## config.mk

```make
export PLATFORM = sky130hd
export DESIGN_NAME = adc_conversion_control
export DESIGN_NICKNAME = d
export VERILOG_FILES = /design/src/core/adc_pkg.sv /design/src/core/conv_clock_div.sv /design/src/core/conv_sequencer.sv /design/src/core/adc_conversion_control.sv
export SDC_FILE = /design/constraint.sdc
export NUM_CORES = 1
export LEC_CHECK = 0
export ABC_AREA = 1
export BUFFER_PORTS_ARGS = -buffer_cell sky130_fd_sc_hd__buf_2
export CELL_PAD_IN_SITES_DETAIL_PLACEMENT = 1
export CELL_PAD_IN_SITES_GLOBAL_PLACEMENT = 2
export CORE_ASPECT_RATIO = 1.1
export CORE_MARGIN = 4
export CORE_UTILIZATION = 40
export CTS_CLUSTER_SIZE = 25
export DETAILED_ROUTE_END_ITERATION = 6
export GPL_TIMING_DRIVEN = 0
export PLACE_DENSITY = 0.89
export RECOVER_POWER = 25
export SYNTH_ARGS = -nofsm -noshare
export SYNTH_HDL_FRONTEND = slang
export SYNTH_SLANG_ARGS = --single-unit
```

## constraint.sdc

```tcl
create_clock -name MCLK -period 3.7 [get_ports MCLK]
set_input_delay 0.185 -clock MCLK [delete_from_list [all_inputs] [get_ports MCLK]]
set_output_delay 0.185 -clock MCLK [all_outputs]
set_load 0.02 [all_outputs]
```

## src/core/adc_pkg.sv

```systemverilog
package adc_pkg;

  localparam int ADDR_W = 4;
  localparam int DATA_W = 8;
  localparam int RES_W = 12;
  localparam int PINS = 2;

  // Register offsets
  localparam logic [3:0] OFF_CONV_CONTROL = 4'h0;
  localparam logic [3:0] OFF_CONV_CLOCK = 4'h1;
  localparam logic [3:0] OFF_RESULT_LOW = 4'h2;
  localparam logic [3:0] OFF_RESULT_HIGH = 4'h3;
  localparam logic [3:0] OFF_IRQ_CONTROL = 4'h4;
  localparam logic [3:0] OFF_PORT_DIR = 4'h5;
  localparam logic [3:0] OFF_PORT_PULL = 4'h6;
  localparam logic [3:0] OFF_PORT_DATA = 4'h7;
  localparam logic [3:0] OFF_PORT_PINS = 4'h8;

  // Field positions
  localparam int CTRL_START_BIT = 7;
  localparam int CTRL_DONE_BIT = 6;
  localparam int CTRL_PSEL_LSB = 3;
  localparam int CTRL_CH_LSB = 0;
  localparam int CLK_OFF_BIT = 7;
  localparam int CLK_DIV_LSB = 0;
  localparam int IRQ_GLOBAL_BIT = 0;
  localparam int IRQ_MF1_BIT = 1;
  localparam int IRQ_CONV_EN_BIT = 2;
  localparam int IRQ_FLAG_BIT = 3;
  localparam int RES_LOW_LSB = 4;

  // Reset values
  localparam logic [2:0] PSEL_RST = 3'h0;
  localparam logic [2:0] CH_RST = 3'h0;
  localparam logic [2:0] DIV_RST = 3'h0;
  localparam logic OFF_RST = 1'b1;
  localparam logic [1:0] DIR_RST = 2'h3;

  // Divider codes and ratios
  localparam logic [2:0] DIV_CODE_2 = 3'h0;
  localparam logic [2:0] DIV_CODE_8 = 3'h1;
  localparam logic [2:0] DIV_CODE_32 = 3'h2;
  localparam logic [5:0] RATIO_2 = 6'h02;
  localparam logic [5:0] RATIO_8 = 6'h08;
  localparam logic [5:0] RATIO_32 = 6'h20;

  // Conversion timing in converter clock periods
  localparam logic [4:0] CONV_PERIODS = 5'h10;
  localparam logic [3:0] SAMPLE_PERIODS = 4'h4;

  typedef enum logic [1:0] {
    SEQ_IDLE = 2'b00,
    SEQ_CONV = 2'b01
  } seq_state_t;

  typedef struct packed {
    logic start;
    logic [2:0] pin_analog_select;
    logic [2:0] channel_select;
  } ctrl_t;

  typedef struct packed {
    logic conv_power_off;
    logic [2:0] conv_clock_divider;
  } clk_cfg_t;

  typedef struct packed {
    logic global_irq_enable;
    logic multi_function_irq1_enable;
    logic conv_irq_enable;
    logic conv_irq_flag;
  } irq_cfg_t;

  // Pins taken as converter inputs for a pin select code
  function automatic logic [1:0] analog_pins(input logic [2:0] psel);
    logic [1:0] m;
    m = 2'h0;
    case (psel)
      3'h0: m = 2'h0;
      3'h1: m = 2'h1;
      default: m = 2'h3;
    endcase
    return m;
  endfunction

endpackage

```

## src/core/conv_clock_div.sv

```systemverilog
`timescale 1ns/1ps
module conv_clock_div #(
  parameter int CNT_W = 6
) (
  input wire logic clk,
  input wire logic rst_n,
  input wire logic clear,
  input wire logic [2:0] code,
  output logic tick
);

  logic [CNT_W-1:0] cnt_q, cnt_d, ratio;
  logic tick_q, tick_d;

  always_comb
  begin
    case (code)
      adc_pkg::DIV_CODE_2: ratio = CNT_W'(adc_pkg::RATIO_2);
      adc_pkg::DIV_CODE_8: ratio = CNT_W'(adc_pkg::RATIO_8);
      default: ratio = CNT_W'(adc_pkg::RATIO_32);
    endcase
    cnt_d = cnt_q + 1'b1;
    tick_d = 1'b0;
    if (clear)
    begin
      cnt_d = '0;
    end
    else if (cnt_q >= ratio - 1'b1) // [RULE16]
    begin
      cnt_d = '0;
      tick_d = 1'b1;
    end
  end

  always_ff @(posedge clk or negedge rst_n)
  begin
    if (!rst_n)
    begin
      cnt_q <= '0;
      tick_q <= 1'b0;
    end
    else
    begin
      cnt_q <= cnt_d;
      tick_q <= tick_d;
    end
  end

  assign tick = tick_q;

  property p_div8;
    @(posedge clk) disable iff (!rst_n)
    (tick_q && code == adc_pkg::DIV_CODE_8 && !clear) ##1
    (!clear && code == adc_pkg::DIV_CODE_8) [*7] |=> tick_q;
  endproperty
  a_div8: assert property (p_div8) // [RULE16]
    else $error("Divide by 8 tick spacing wrong");

endmodule

```

## src/core/conv_sequencer.sv

```systemverilog
`timescale 1ns/1ps
module conv_sequencer #(
  parameter int RES_W = 12
) (
  input wire logic clk,
  input wire logic rst_n,
  input wire logic tick,
  input wire logic hold,
  input wire logic launch,
  input wire logic [RES_W-1:0] sample,
  output logic busy,
  output logic done,
  output logic [RES_W-1:0] result
);

  adc_pkg::seq_state_t state_q, state_d;
  logic [3:0] period_q, period_d;
  logic [RES_W-1:0] held_q, held_d, res_q, res_d, trial;
  logic done_q, done_d;
  logic [3:0] bit_idx;

  // Runs alone once launched; software is never stalled
  always_comb
  begin
    state_d = state_q;
    period_d = period_q;
    held_d = held_q;
    res_d = res_q;
    done_d = 1'b0;
    bit_idx = 4'hF - period_q;
    trial = res_q | (RES_W'(1) << bit_idx);
    case (state_q) // [RULE8]
      adc_pkg::SEQ_IDLE:
      begin
        if (launch && !hold)
        begin
          state_d = adc_pkg::SEQ_CONV;
          period_d = 4'h0;
          res_d = '0;
        end
      end
      adc_pkg::SEQ_CONV:
      begin
        if (hold)
        begin
          state_d = adc_pkg::SEQ_IDLE;
        end
        else if (tick)
        begin
          if (period_q < adc_pkg::SAMPLE_PERIODS)
          begin
            held_d = sample;
          end
          else if (held_q >= trial) // [RULE15]
          begin
            res_d = trial;
          end
          period_d = period_q + 4'h1;
          if (period_q == 4'(adc_pkg::CONV_PERIODS - 5'h01)) // [RULE7]
          begin
            state_d = adc_pkg::SEQ_IDLE;
            done_d = 1'b1;
            if (held_q >= trial)
            begin
              res_d = trial;
            end
          end
        end
      end
      default: state_d = adc_pkg::SEQ_IDLE;
    endcase
  end

  always_ff @(posedge clk or negedge rst_n)
  begin
    if (!rst_n)
    begin
      state_q <= adc_pkg::SEQ_IDLE;
      period_q <= 4'h0;
      held_q <= '0;
      res_q <= '0;
      done_q <= 1'b0;
    end
    else
    begin
      state_q <= state_d;
      period_q <= period_d;
      held_q <= held_d;
      res_q <= res_d;
      done_q <= done_d;
    end
  end

  assign busy = (state_q == adc_pkg::SEQ_CONV);
  assign done = done_q;
  assign result = res_q;

  logic [4:0] ticks_q;
  always_ff @(posedge clk or negedge rst_n)
  begin
    if (!rst_n)
      ticks_q <= 5'h00;
    else if (launch && state_q == adc_pkg::SEQ_IDLE)
      ticks_q <= 5'h00;
    else if (tick && busy)
      ticks_q <= ticks_q + 5'h01;
  end

  property p_conv_len;
    @(posedge clk) disable iff (!rst_n)
    done_q |-> ticks_q == adc_pkg::CONV_PERIODS;
  endproperty
  a_conv_len: assert property (p_conv_len) // [RULE7]
    else $error("Conversion did not take sixteen periods");

endmodule

```

## src/core/adc_conversion_control.sv

```systemverilog
// The plain strobed port and the register addresses were chosen for this implementation.
`timescale 1ns/1ps
// Function
// [RULE1] Analog-selected pin ignores its direction bit and is never driven.
// [RULE2] Pull-high is removed from any pin used as converter input.
// [RULE3] Software pulses start within one to ten cycles after selection change.
// [RULE4] A start pulse sets the active-low done flag high.
// [RULE5] Start going 0 to 1 to 0 launches a conversion.
// [RULE6] Done flag goes low at completion with result registers valid.
// [RULE7] A conversion lasts sixteen converter clock periods.
// [RULE8] Conversion runs in hardware; the processor is never stalled.
// [RULE9] Interrupt only when global, group 1 and converter enables set.
// [RULE10] Pin select zero: all pins normal I/O, converter powered down.
// [RULE11] No start pulse needed when channel bits become all zero.
// [RULE12] Power-off bit powers converter down regardless of pin select.
// [RULE13] Software sets divider, power, channel, pins before starting.
// [RULE14] Channel field routes exactly one input to the converter; channel codes 2 to 7 route none.
// [RULE15] Result is 12-bit unsigned, full scale FFF, step reference/4096.
// [RULE16] Divider codes 000, 001, 010 give divide by 2, 8, 32.
// [RULE17] Converter on only with nonzero pin select and power-off clear.
// [RULE18] Start left high holds converter reset and done flag high.
// [RULE19] Completion sets interrupt flag; high byte 11..4, low nibble 3..0.
// [RULE20] Interrupt flag stays set until software clears it.
module adc_conversion_control #(
  parameter int RES_W = 12
) (
  input wire logic MCLK,
  input wire logic RST_N,
  input wire logic [3:0] ADDR,
  input wire logic [7:0] WDATA,
  input wire logic WR,
  input wire logic RD,
  output logic [7:0] RDATA,
  input wire logic [1:0] PB_IN,
  output logic [1:0] PB_OUT,
  output logic [1:0] PB_OE_N,
  output logic [1:0] PB_PULL_EN,
  input wire logic [RES_W-1:0] AIN_CODE,
  output logic [1:0] ANA_CH_SEL,
  output logic ANA_POWER_EN,
  output logic IRQ
);

  adc_pkg::ctrl_t ctrl_q, ctrl_d;
  adc_pkg::clk_cfg_t clk_q, clk_d;
  adc_pkg::irq_cfg_t irq_q, irq_d;
  logic conv_done_n_q, conv_done_n_d;
  logic [RES_W-1:0] res_q, res_d;
  logic [1:0] port_b_direction_q, port_b_direction_d;
  logic [1:0] pull_q, pull_d;
  logic [1:0] pdata_q, pdata_d;
  logic [7:0] rdata_q, rdata_d;
  logic [1:0] pb_out_q, pb_out_d, pb_oe_n_q, pb_oe_n_d;
  logic [1:0] pb_pull_q, pb_pull_d, ch_sel_q, ch_sel_d;
  logic power_q, power_d, irq_out_q, irq_out_d;
  logic [1:0] pin_s1_q, pin_s2_q;
  logic [RES_W-1:0] ain_s1_q, ain_s2_q;
  logic wr_ctrl, wr_clk, wr_irq, launch, conv_on, hold;
  logic tick, seq_busy, seq_done;
  logic [RES_W-1:0] seq_result;
  logic [1:0] analog;

  // Decode of a write to a given offset
  function automatic logic wr_hit(input logic w, input logic [3:0] a,
                                  input logic [3:0] off);
    return w && (a == off);
  endfunction

  assign wr_ctrl = wr_hit(WR, ADDR, adc_pkg::OFF_CONV_CONTROL);
  assign wr_clk = wr_hit(WR, ADDR, adc_pkg::OFF_CONV_CLOCK);
  assign wr_irq = wr_hit(WR, ADDR, adc_pkg::OFF_IRQ_CONTROL);
  assign analog = adc_pkg::analog_pins(ctrl_q.pin_analog_select);

  // Converter enable from pin select and power-off bit
  assign conv_on = (ctrl_q.pin_analog_select != 3'h0) &&
                   !clk_q.conv_power_off; // [RULE10] [RULE12] [RULE17]

  // Falling edge of the start bit written by software
  assign launch = wr_ctrl && ctrl_q.start &&
                  !WDATA[adc_pkg::CTRL_START_BIT]; // [RULE5]
  assign hold = (ctrl_q.start && !launch) ||
                !conv_on; // [RULE11] [RULE18]

  // Synchronisers for pins and analog front-end code
  always_ff @(posedge MCLK or negedge RST_N)
  begin
    if (!RST_N)
    begin
      pin_s1_q <= 2'h0;
      pin_s2_q <= 2'h0;
      ain_s1_q <= '0;
      ain_s2_q <= '0;
    end
    else
    begin
      pin_s1_q <= PB_IN;
      pin_s2_q <= pin_s1_q;
      ain_s1_q <= AIN_CODE;
      ain_s2_q <= ain_s1_q;
    end
  end

  conv_clock_div #(
    .CNT_W(6)
  ) u_div (
    .clk(MCLK),
    .rst_n(RST_N),
    .clear(hold || !seq_busy),
    .code(clk_q.conv_clock_divider),
    .tick(tick)
  );

  conv_sequencer #(
    .RES_W(RES_W)
  ) u_seq (
    .clk(MCLK),
    .rst_n(RST_N),
    .tick(tick),
    .hold(hold),
    .launch(launch && conv_on),
    .sample(ain_s2_q),
    .busy(seq_busy),
    .done(seq_done),
    .result(seq_result)
  );

  // Register file next state
  always_comb
  begin
    ctrl_d = ctrl_q;
    clk_d = clk_q;
    irq_d = irq_q;
    conv_done_n_d = conv_done_n_q;
    res_d = res_q;
    port_b_direction_d = port_b_direction_q;
    pull_d = pull_q;
    pdata_d = pdata_q;
    if (wr_ctrl)
    begin
      ctrl_d.start = WDATA[adc_pkg::CTRL_START_BIT];
      ctrl_d.pin_analog_select = WDATA[adc_pkg::CTRL_PSEL_LSB +: 3];
      ctrl_d.channel_select = WDATA[adc_pkg::CTRL_CH_LSB +: 3];
    end
    if (wr_clk)
    begin
      clk_d.conv_power_off = WDATA[adc_pkg::CLK_OFF_BIT];
      clk_d.conv_clock_divider = WDATA[adc_pkg::CLK_DIV_LSB +: 3];
    end
    if (wr_irq)
    begin
      irq_d.global_irq_enable = WDATA[adc_pkg::IRQ_GLOBAL_BIT];
      irq_d.multi_function_irq1_enable = WDATA[adc_pkg::IRQ_MF1_BIT];
      irq_d.conv_irq_enable = WDATA[adc_pkg::IRQ_CONV_EN_BIT];
      irq_d.conv_irq_flag = WDATA[adc_pkg::IRQ_FLAG_BIT]; // [RULE20]
    end
    if (wr_hit(WR, ADDR, adc_pkg::OFF_PORT_DIR))
      port_b_direction_d = WDATA[1:0];
    if (wr_hit(WR, ADDR, adc_pkg::OFF_PORT_PULL))
      pull_d = WDATA[1:0];
    if (wr_hit(WR, ADDR, adc_pkg::OFF_PORT_DATA))
      pdata_d = WDATA[1:0];
    if (wr_ctrl && WDATA[adc_pkg::CTRL_START_BIT])
      conv_done_n_d = 1'b1; // [RULE4] [RULE18]
    else if (seq_done)
    begin
      conv_done_n_d = 1'b0; // [RULE6]
      res_d = seq_result;
    end
    if (seq_done)
      irq_d.conv_irq_flag = 1'b1; // [RULE19]
  end

  always_ff @(posedge MCLK or negedge RST_N)
  begin
    if (!RST_N)
    begin
      ctrl_q <= '{1'b0, adc_pkg::PSEL_RST, adc_pkg::CH_RST};
      clk_q <= '{adc_pkg::OFF_RST, adc_pkg::DIV_RST};
      irq_q <= '0;
      conv_done_n_q <= 1'b1;
      res_q <= '0;
      port_b_direction_q <= adc_pkg::DIR_RST;
      pull_q <= 2'h0;
      pdata_q <= 2'h0;
    end
    else
    begin
      ctrl_q <= ctrl_d;
      clk_q <= clk_d;
      irq_q <= irq_d;
      conv_done_n_q <= conv_done_n_d;
      res_q <= res_d;
      port_b_direction_q <= port_b_direction_d;
      pull_q <= pull_d;
      pdata_q <= pdata_d;
    end
  end

  // Read data, pins, analog controls and interrupt output
  always_comb
  begin
    rdata_d = 8'h00;
    if (RD)
    begin
      case (ADDR)
        adc_pkg::OFF_CONV_CONTROL:
          rdata_d = {ctrl_q.start, conv_done_n_q,
                     ctrl_q.pin_analog_select, ctrl_q.channel_select};
        adc_pkg::OFF_CONV_CLOCK:
          rdata_d = {clk_q.conv_power_off, 4'h0,
                     clk_q.conv_clock_divider};
        adc_pkg::OFF_RESULT_LOW:
          rdata_d = {res_q[3:0], 4'h0}; // [RULE19]
        adc_pkg::OFF_RESULT_HIGH:
          rdata_d = res_q[RES_W-1:4]; // [RULE19]
        adc_pkg::OFF_IRQ_CONTROL:
          rdata_d = {4'h0, irq_q.conv_irq_flag, irq_q.conv_irq_enable,
                     irq_q.multi_function_irq1_enable,
                     irq_q.global_irq_enable};
        adc_pkg::OFF_PORT_DIR: rdata_d = {6'h00, port_b_direction_q};
        adc_pkg::OFF_PORT_PULL: rdata_d = {6'h00, pull_q};
        adc_pkg::OFF_PORT_DATA: rdata_d = {6'h00, pdata_q};
        adc_pkg::OFF_PORT_PINS: rdata_d = {6'h00, pin_s2_q & ~analog};
        default: rdata_d = 8'h00;
      endcase
    end
    pb_out_d = pdata_q;
    pb_oe_n_d = port_b_direction_q | analog; // [RULE1]
    pb_pull_d = pull_q & port_b_direction_q & ~analog; // [RULE2]
    case (ctrl_q.channel_select) // [RULE14]
      3'h0: ch_sel_d = conv_on ? 2'h1 : 2'h0;
      3'h1: ch_sel_d = conv_on ? 2'h2 : 2'h0;
      default: ch_sel_d = 2'h0;
    endcase
    power_d = conv_on; // [RULE10] [RULE12]
    irq_out_d = irq_q.conv_irq_flag && irq_q.global_irq_enable &&
                irq_q.multi_function_irq1_enable &&
                irq_q.conv_irq_enable; // [RULE9]
  end

  always_ff @(posedge MCLK or negedge RST_N)
  begin
    if (!RST_N)
    begin
      rdata_q <= 8'h00;
      pb_out_q <= 2'h0;
      pb_oe_n_q <= 2'h3;
      pb_pull_q <= 2'h0;
      ch_sel_q <= 2'h0;
      power_q <= 1'b0;
      irq_out_q <= 1'b0;
    end
    else
    begin
      rdata_q <= rdata_d;
      pb_out_q <= pb_out_d;
      pb_oe_n_q <= pb_oe_n_d;
      pb_pull_q <= pb_pull_d;
      ch_sel_q <= ch_sel_d;
      power_q <= power_d;
      irq_out_q <= irq_out_d;
    end
  end

  assign RDATA = rdata_q;
  assign PB_OUT = pb_out_q;
  assign PB_OE_N = pb_oe_n_q;
  assign PB_PULL_EN = pb_pull_q;
  assign ANA_CH_SEL = ch_sel_q;
  assign ANA_POWER_EN = power_q;
  assign IRQ = irq_out_q;

  property p_analog_oe;
    @(posedge MCLK) disable iff (!RST_N)
    analog[0] && $stable(analog) |=> PB_OE_N[0];
  endproperty
  a_analog_oe: assert property (p_analog_oe) // [RULE1]
    else $error("Analog pin is being driven");

  property p_pull_off;
    @(posedge MCLK) disable iff (!RST_N)
    analog[1] |=> !PB_PULL_EN[1];
  endproperty
  a_pull_off: assert property (p_pull_off) // [RULE2]
    else $error("Pull-high left on an analog pin");

  property p_reinit;
    @(posedge MCLK) disable iff (!RST_N)
    wr_ctrl && WDATA[adc_pkg::CTRL_START_BIT] |=> conv_done_n_q;
  endproperty
  a_reinit: assert property (p_reinit) // [RULE4]
    else $error("Start pulse did not set done flag high");

  property p_launch;
    @(posedge MCLK) disable iff (!RST_N)
    launch && conv_on |=> seq_busy && conv_done_n_q;
  endproperty
  a_launch: assert property (p_launch) // [RULE5]
    else $error("Start sequence did not launch conversion");

  property p_done;
    @(posedge MCLK) disable iff (!RST_N)
    seq_done && !wr_ctrl |=> !conv_done_n_q && res_q == $past(seq_result);
  endproperty
  a_done: assert property (p_done) // [RULE6]
    else $error("Completion did not clear done flag or load result");

  property p_irq;
    @(posedge MCLK) disable iff (!RST_N)
    ##1 IRQ == $past(irq_q.conv_irq_flag && irq_q.global_irq_enable &&
                     irq_q.multi_function_irq1_enable &&
                     irq_q.conv_irq_enable);
  endproperty
  a_irq: assert property (p_irq) // [RULE9]
    else $error("Interrupt output does not follow enables");

  property p_power;
    @(posedge MCLK) disable iff (!RST_N)
    (ctrl_q.pin_analog_select == 3'h0 || clk_q.conv_power_off)
    |=> !ANA_POWER_EN && ANA_CH_SEL == 2'h0;
  endproperty
  a_power: assert property (p_power) // [RULE10] [RULE12] [RULE17]
    else $error("Converter powered while disabled");

  property p_onehot;
    @(posedge MCLK) disable iff (!RST_N)
    $onehot0(ANA_CH_SEL);
  endproperty
  a_onehot: assert property (p_onehot) // [RULE14]
    else $error("More than one channel routed");

  property p_hold;
    @(posedge MCLK) disable iff (!RST_N)
    ctrl_q.start [*2] |-> conv_done_n_q && !seq_busy;
  endproperty
  a_hold: assert property (p_hold) // [RULE18]
    else $error("Converter not held while start high");

  property p_flag;
    @(posedge MCLK) disable iff (!RST_N)
    seq_done |=> irq_q.conv_irq_flag;
  endproperty
  a_flag: assert property (p_flag) // [RULE19] [RULE20]
    else $error("Completion did not set interrupt flag");

endmodule

```

# After elaboration in Yosys (flattened, before gate mapping)
# Cells that the tools add are included.
# totals
regBits	118
inputBits	30
output_inout_bits	18
# classes
n_addsub	4
n_lt_le_gt_ge	3
n_eq_ne	18
shifts	1
muxes	36
bitwise_logic	8
n_reduce_logical	37
# ops
operator	count
two-way mux 12 bit	7
one-hot mux 8 bit (9 select lines)	1
one-hot mux 12 bit (2 select lines)	1
equality test 4 x 3 -> 1 bit (second input constant)	4
logical AND 1 bit	16
>= comparator 12 bit	1
two-way mux 4 bit	3
two-way mux 6 bit	2
OR 12 bit	1
one-hot mux 2 bit (2 select lines)	3
one-hot mux 6 bit (2 select lines)	1
left shift 1 x 4 -> 12 bit (first input constant)	1
two-way mux 1 bit	11
two-way mux 2 bit	5
equality test 3 x 1 -> 1 bit (second input constant)	3
zero test 3 bit	3
equality test 4 x 2 -> 1 bit (second input constant)	2
equality test 4 bit (second input constant)	2
two-way mux 8 bit	1
one-hot mux 4 bit (2 select lines)	1
AND reduction 4 bit	2
adder 6 x 1 -> 6 bit (second input constant)	1
AND 2 bit	3
>= comparator 6 bit	1
other kinds (20)	31

# Depth between registers and ports, before layout
# logic_depth
word_depth	11
ltp_mapped	14
ltp_nobuf	14

# Modules after synthesis
# From an unflattened synthesis, not the netlist that was laid out.
# hier_totals
hier_cells	551
hier_area_um2	5235.0
# modules_own_cells
mod	instances	cells_each	area_per_inst_um2	seq_area_each_um2
adc_conversion_control	1	294	3051.7	2009.4
conv_sequencer	1	208	1749.2	750.7
conv_clock_div	1	49	434.2	175.2

# Worst setup path before layout
# No wires, ideal clock.
# synth_timing
path_kind	register to register
from	register u_seq.period_q[0]
to	register u_seq.res_q[0], in the netlist u_seq.result[0]
t_arrival_ps	1974
setup_slack_ps	1649
path_stages_with_launch	15
n_path_buf	0
synth_period_minus_slack_ps	2051
path_cell_list	dfrtp_1 > inv_1 > ha_1 > inv_1 > nor3_1 > nor2_1 > ha_1 > nand2_1 > nor2_1 > nand2_1 > nor2_1 > nand2_1 > nand2_1 > nand2_1 > a21oi_1
# synth_via
elab_chain_len	11
word_cells_on_any_way	13
classes_between	add/sub (1); order compare (2); eq/ne (1); shift (1); mux (7); bitwise (1)
# synth_rtl
element	line	text
start, declared	conv_sequencer.sv:17	logic [3:0] period_q, period_d;
start signal, assigned	conv_sequencer.sv:87	period_q <= period_d;
subtractor 4 bit	conv_sequencer.sv:30	bit_idx = 4'hF - period_q;
left shift 1 x 4 -> 12 bit	conv_sequencer.sv:31	trial = res_q | (RES_W'(1) << bit_idx);
OR 12 bit	conv_sequencer.sv:31	
>= comparator 12 bit	conv_sequencer.sv:54, conv_sequencer.sv:63	
two-way mux 12 bit	conv_sequencer.sv:54	else if (held_q >= trial)
two-way mux 12 bit	conv_sequencer.sv:50	if (period_q < adc_pkg::SAMPLE_PERIODS)
two-way mux 12 bit	conv_sequencer.sv:63	if (held_q >= trial)
two-way mux 12 bit *	conv_sequencer.sv:59	if (period_q == 4'(adc_pkg::CONV_PERIODS - 5'h01))
two-way mux 12 bit *	conv_sequencer.sv:48	else if (tick)
two-way mux 12 bit *	conv_sequencer.sv:44	if (hold)
one-hot mux 12 bit (2 select lines) *	conv_sequencer.sv:32	case (state_q)
end signal, assigned	conv_sequencer.sv:89	res_q <= res_d;
end, declared	conv_sequencer.sv:18	logic [RES_W-1:0] held_q, held_d, res_q, res_d, trial;
# Every way passes the cells marked *; elsewhere a longest branch is shown, timed or not. The select of a mux whose other input is x is not followed.
# A chain may end at the register's enable or synchronous reset.

# Final worst setup path
# layout_timing
from	register u_seq.period_q[0]
to	register u_seq.res_q[9], in the netlist u_seq.result[9]
# Same word-level chain as after synthesis.

==> results by group <==
Status
  • Status: finished, violations left
  • Failing checks: max-capacitance violations, max-slew violations

GRT
  • Vias in the first global route: roughly 4,200
  • GRT met3 Usage: between 5 and 6%
  • Global route overflow: 0
  • Largest net degree at the start of global routing: 76
  • Initial antenna violation count: 0
  • Most Crowded Layer GR: met2
  • First-pass GRT wire length: around 20,000 microns
  • GRT Total Usage: between 10% and 20%
  • Met1 GRT Util: roughly 20%
  • M2 GR Usage: between 30% and 40%

CTS
  • Clock Path Buffers: 2
  • Setup bufs post-CTS: 0
  • CTS root buffer: clkbuf_16
  • Reg clk slew, reported paths: 0.06 ns
  • Post-cts sizing count: 0
  • Htree depth: 4
  • Worst-Skew Late Latency: between 0.4 and 0.5 ns
  • CTS buffer count: 17
  • Clk sinks: about 120
  • TritonCTS clock tree: built

Synthesis
  • Mapped cell area: a little over 5000 sq um
  • Seq/Total Area, Yosys: 57.5%
  • Most frequent cell after synthesis: nand2_1
  • Post-synth net total: around 600
  • Post-synth top cells: 123 x nand2_1, 111 x dfrtp_1, 90 x inv_1
  • Top_reg_cell synth: dfrtp_1
  • Mean area per synthesized cell: about 9.5 sq um
  • Async SR Flop Fraction: 100%
  • Synth cell types: 36
  • Synth Warn #: 0
  • Area share of the largest cell type after synthesis: 54.4%
  • Number of synthesized flops with an enable pin: 0
  • Synth Register Bits: between 100 and 150
  • Synth Instances: around 540
  • Ranking of synthesized cells by area: dfrtp_1 54%, nand2_1 9.0%, inv_1 6.6%
  • Yosys top cell by area: dfrtp_1

Layout
  • Final instance area: around 6300 sq um
  • # diodes: 0
  • Area grow syn2layout: 24.1%
  • # nets final: 675
  • Share of cells above drive strength 1: a little under a fifth

Power
  • Sequential share of power: 41.7%
  • Int Power: between 2 and 3 mW
  • Gate power share: between 10% and 20%
  • P_sw: 0.900 mW
  • PwrDens: 548 nW/um^2
  • P_leak: roughly 3.2 nW
  • Clock share of power: 46.0%
  • Sw frac: around a quarter
  • Maximum VDD drop: ~0.36 mV

Timing
  • Clock skew: about 0.0084 ns
  • Fin crit share: between 60 and 70%
  • RSZ-0062 raised after global routing: false
  • Slew HR: -60.8%
  • Final critical-path required period: 2.56 ns
  • Hold slack: about 0.035 ns
  • Final Hold Fails: 0
  • Final setup violation count: 0
  • Worst-margin pin slew: between 2 and 2.5 ns
  • Final Slew Violations: between 40 and 50
  • Final setup TNS: 0 ns
  • FMAX: 391 MHz

Place
  • Final HPWL DP: approximately 8700 microns
  • I/O Buffers: 46
  • GP Congestion: slightly above 0.9
  • Cell area after placement: 5560 sq um

Die
  • Core area: about 13,000 sq um
  • Area of the die: 14,600 sq um
  • Placement Rows: 43
  • Top Ports: 48
  • Effective utilization at floorplan: between 40 and 50%
  • Chip width: between 100 and 150 microns
  • Die H: about 130 microns

Setup path
  • Setup Crit Path Kind: reg2reg
  • Worst Reg-to-Reg Cells: 14
  • Crit start category: flip-flop
  • Setup crit end kind: flip-flop
  • Worst EP required: around 4.0 ns
  • Crit Path Max Fanout: 8
  • WP data arrival: 2.89 ns

Drt
  • Routed vias/inst: 4.84
  • Drt drc: 0
  • Drt first pass iters: 4
  • DR vias: roughly 3,800
  • Post-route ant nets: 0
  • Iter 0 DRT Violations: between 150 and 200
  • DRT Wirelength: between 10,000 and 15,000 microns
  • WL per Instance: around 15 microns

Worst hold path
  • Hold path depth: 3
  • Hold WC Path Type: in2reg

Flow run
  • Max Cap Viol: 1
-- cells in the final DEF, fill, tap and decap left out, drive strengths merged, types with 2 or more instances in the layout --
cell type    instances
nand4                2
xor2                 3
inv                 93
clkinv               4
dlygate4sd3         20
nand3               20
o22ai                2
a31oi                3
bufinv               2
clkbuf              23
or2                  4
o21ai               59
nor2                32
a21oi               19
ha                  24
dfstp                6
nor4                 2
clkinvlp             3
buf                 51
o211ai               3
nor3                10
nand2              131
dfrtp              111
-- final cells by class --
cell class                 instances  area, sq um
buffer                             5         40.0
tap                              157          196
fill                            1417         6200
clock inverter                     9          103
multi-input combinational        320         1780
sequential                       117         2940
timing repair buffer              67          457
clock buffer                      22          474
inverter                          93          352
-- path summary, 6_finish.rpt --
check                                         startpoint                           to  slack, ns
hold / removal                                  WDATA[3]         irq_q[0]$_DFFE_PN0P_       0.04
min in group asynchronous                          RST_N           RDATA[5]$_DFF_PN0_       1.06
setup / recovery           u_seq.period_q[0]$_DFFE_PN0P_  u_seq.result[9]$_DFFE_PN0P_       1.14
setup reg to reg           u_seq.period_q[0]$_DFFE_PN0P_  u_seq.result[9]$_DFFE_PN0P_       1.14
hold reg to reg                    ain_s1_q[2]$_DFF_PN0_        ain_s2_q[2]$_DFF_PN0_       0.34
max in group asynchronous                          RST_N  u_seq.held_q[6]$_DFFE_PN0P_       1.27
-- cells by family after synthesis --
logic type	Yosys count	share of synthesized area, %
AO/OA/AOI/OAI	91	10.7
XOR/XNOR	4	0.687
adder cells (fa/ha/maj)	24	5.88
buffers and inverters	98	7.67
flip-flops	117	57.5
AND/OR/NAND/NOR	201	17.6
-- timing repair --
action	in CTS	in global routing
endpoints found under the hold margin	60	0
endpoints found under the setup margin	0	0
hold buffers	20	0
-- per-layer routing --
layer | up-vias | part of all wire, %
li1 | 1866 | -
met1 | 1870 | 41
met2 | 64 | 53
met3 | 21 | 4.0
met4 | 0 | 2.1
met5 | - | 0
-- through the flow --
step / total power [mW] / utilization (%) / cells / setup slack [ns]
finish: 3.47 / 50.5 / 790 / 1.14
global route: 3.64 / 50.5 / 790 / 0.767
CTS: 3.51 / 50.6 / 790 / 1.08
detailed placement: 1.88 / 44.4 / 739 / 1.14
global placement: 1.86 / 44.1 / 738 / 1.02
floorplan: 1.72 / - / 535 / 1.65
-- critical path: stages, from the launching register on --
cell and delay [ns]:
dfrtp_1 0.41, inv_1 0.13, ha_1 0.22, inv_1 0.07, nor3_1 0.26, nor2_1 0.09, ha_1 0.30, nand2_1 0.07
nor2_1 0.15, nand2_1 0.07, nor2_1 0.09, nand2_1 0.06, nand2_1 0.15, nand2_1 0.21, a21oi_1 0.20
-- sequential cells by signal (all words and copies together), names as in the netlist, 2 cells and up --
name                count
irq_q                   4
ctrl_q                  7
pull_q                  2
port_b_direction_q      2
pin_s2_q                2
pin_s1_q                2
clk_q                   4
PB_OE_N                 2
u_seq.period_q          4
PB_PULL_EN              2
PB_OUT                  2
ain_s1_q               12
ANA_CH_SEL              2
ain_s2_q               12
res_q                  12
u_seq.result           12
u_div.cnt_q             6
RDATA                   8
pb_out_d                2
u_seq.held_q           12
-- power groups by stage --
stage	Combinational (mW)	Sequential (mW)	Clock [mW]
after floorplan	0.232	1.48	0
after global placement	0.395	1.46	0
after detailed placement	0.417	1.47	0
after CTS	0.436	1.45	1.63
after global routing	0.491	1.46	1.69
final	0.427	1.45	1.60
No activity file was read; power rests on OpenSTA's default activity.
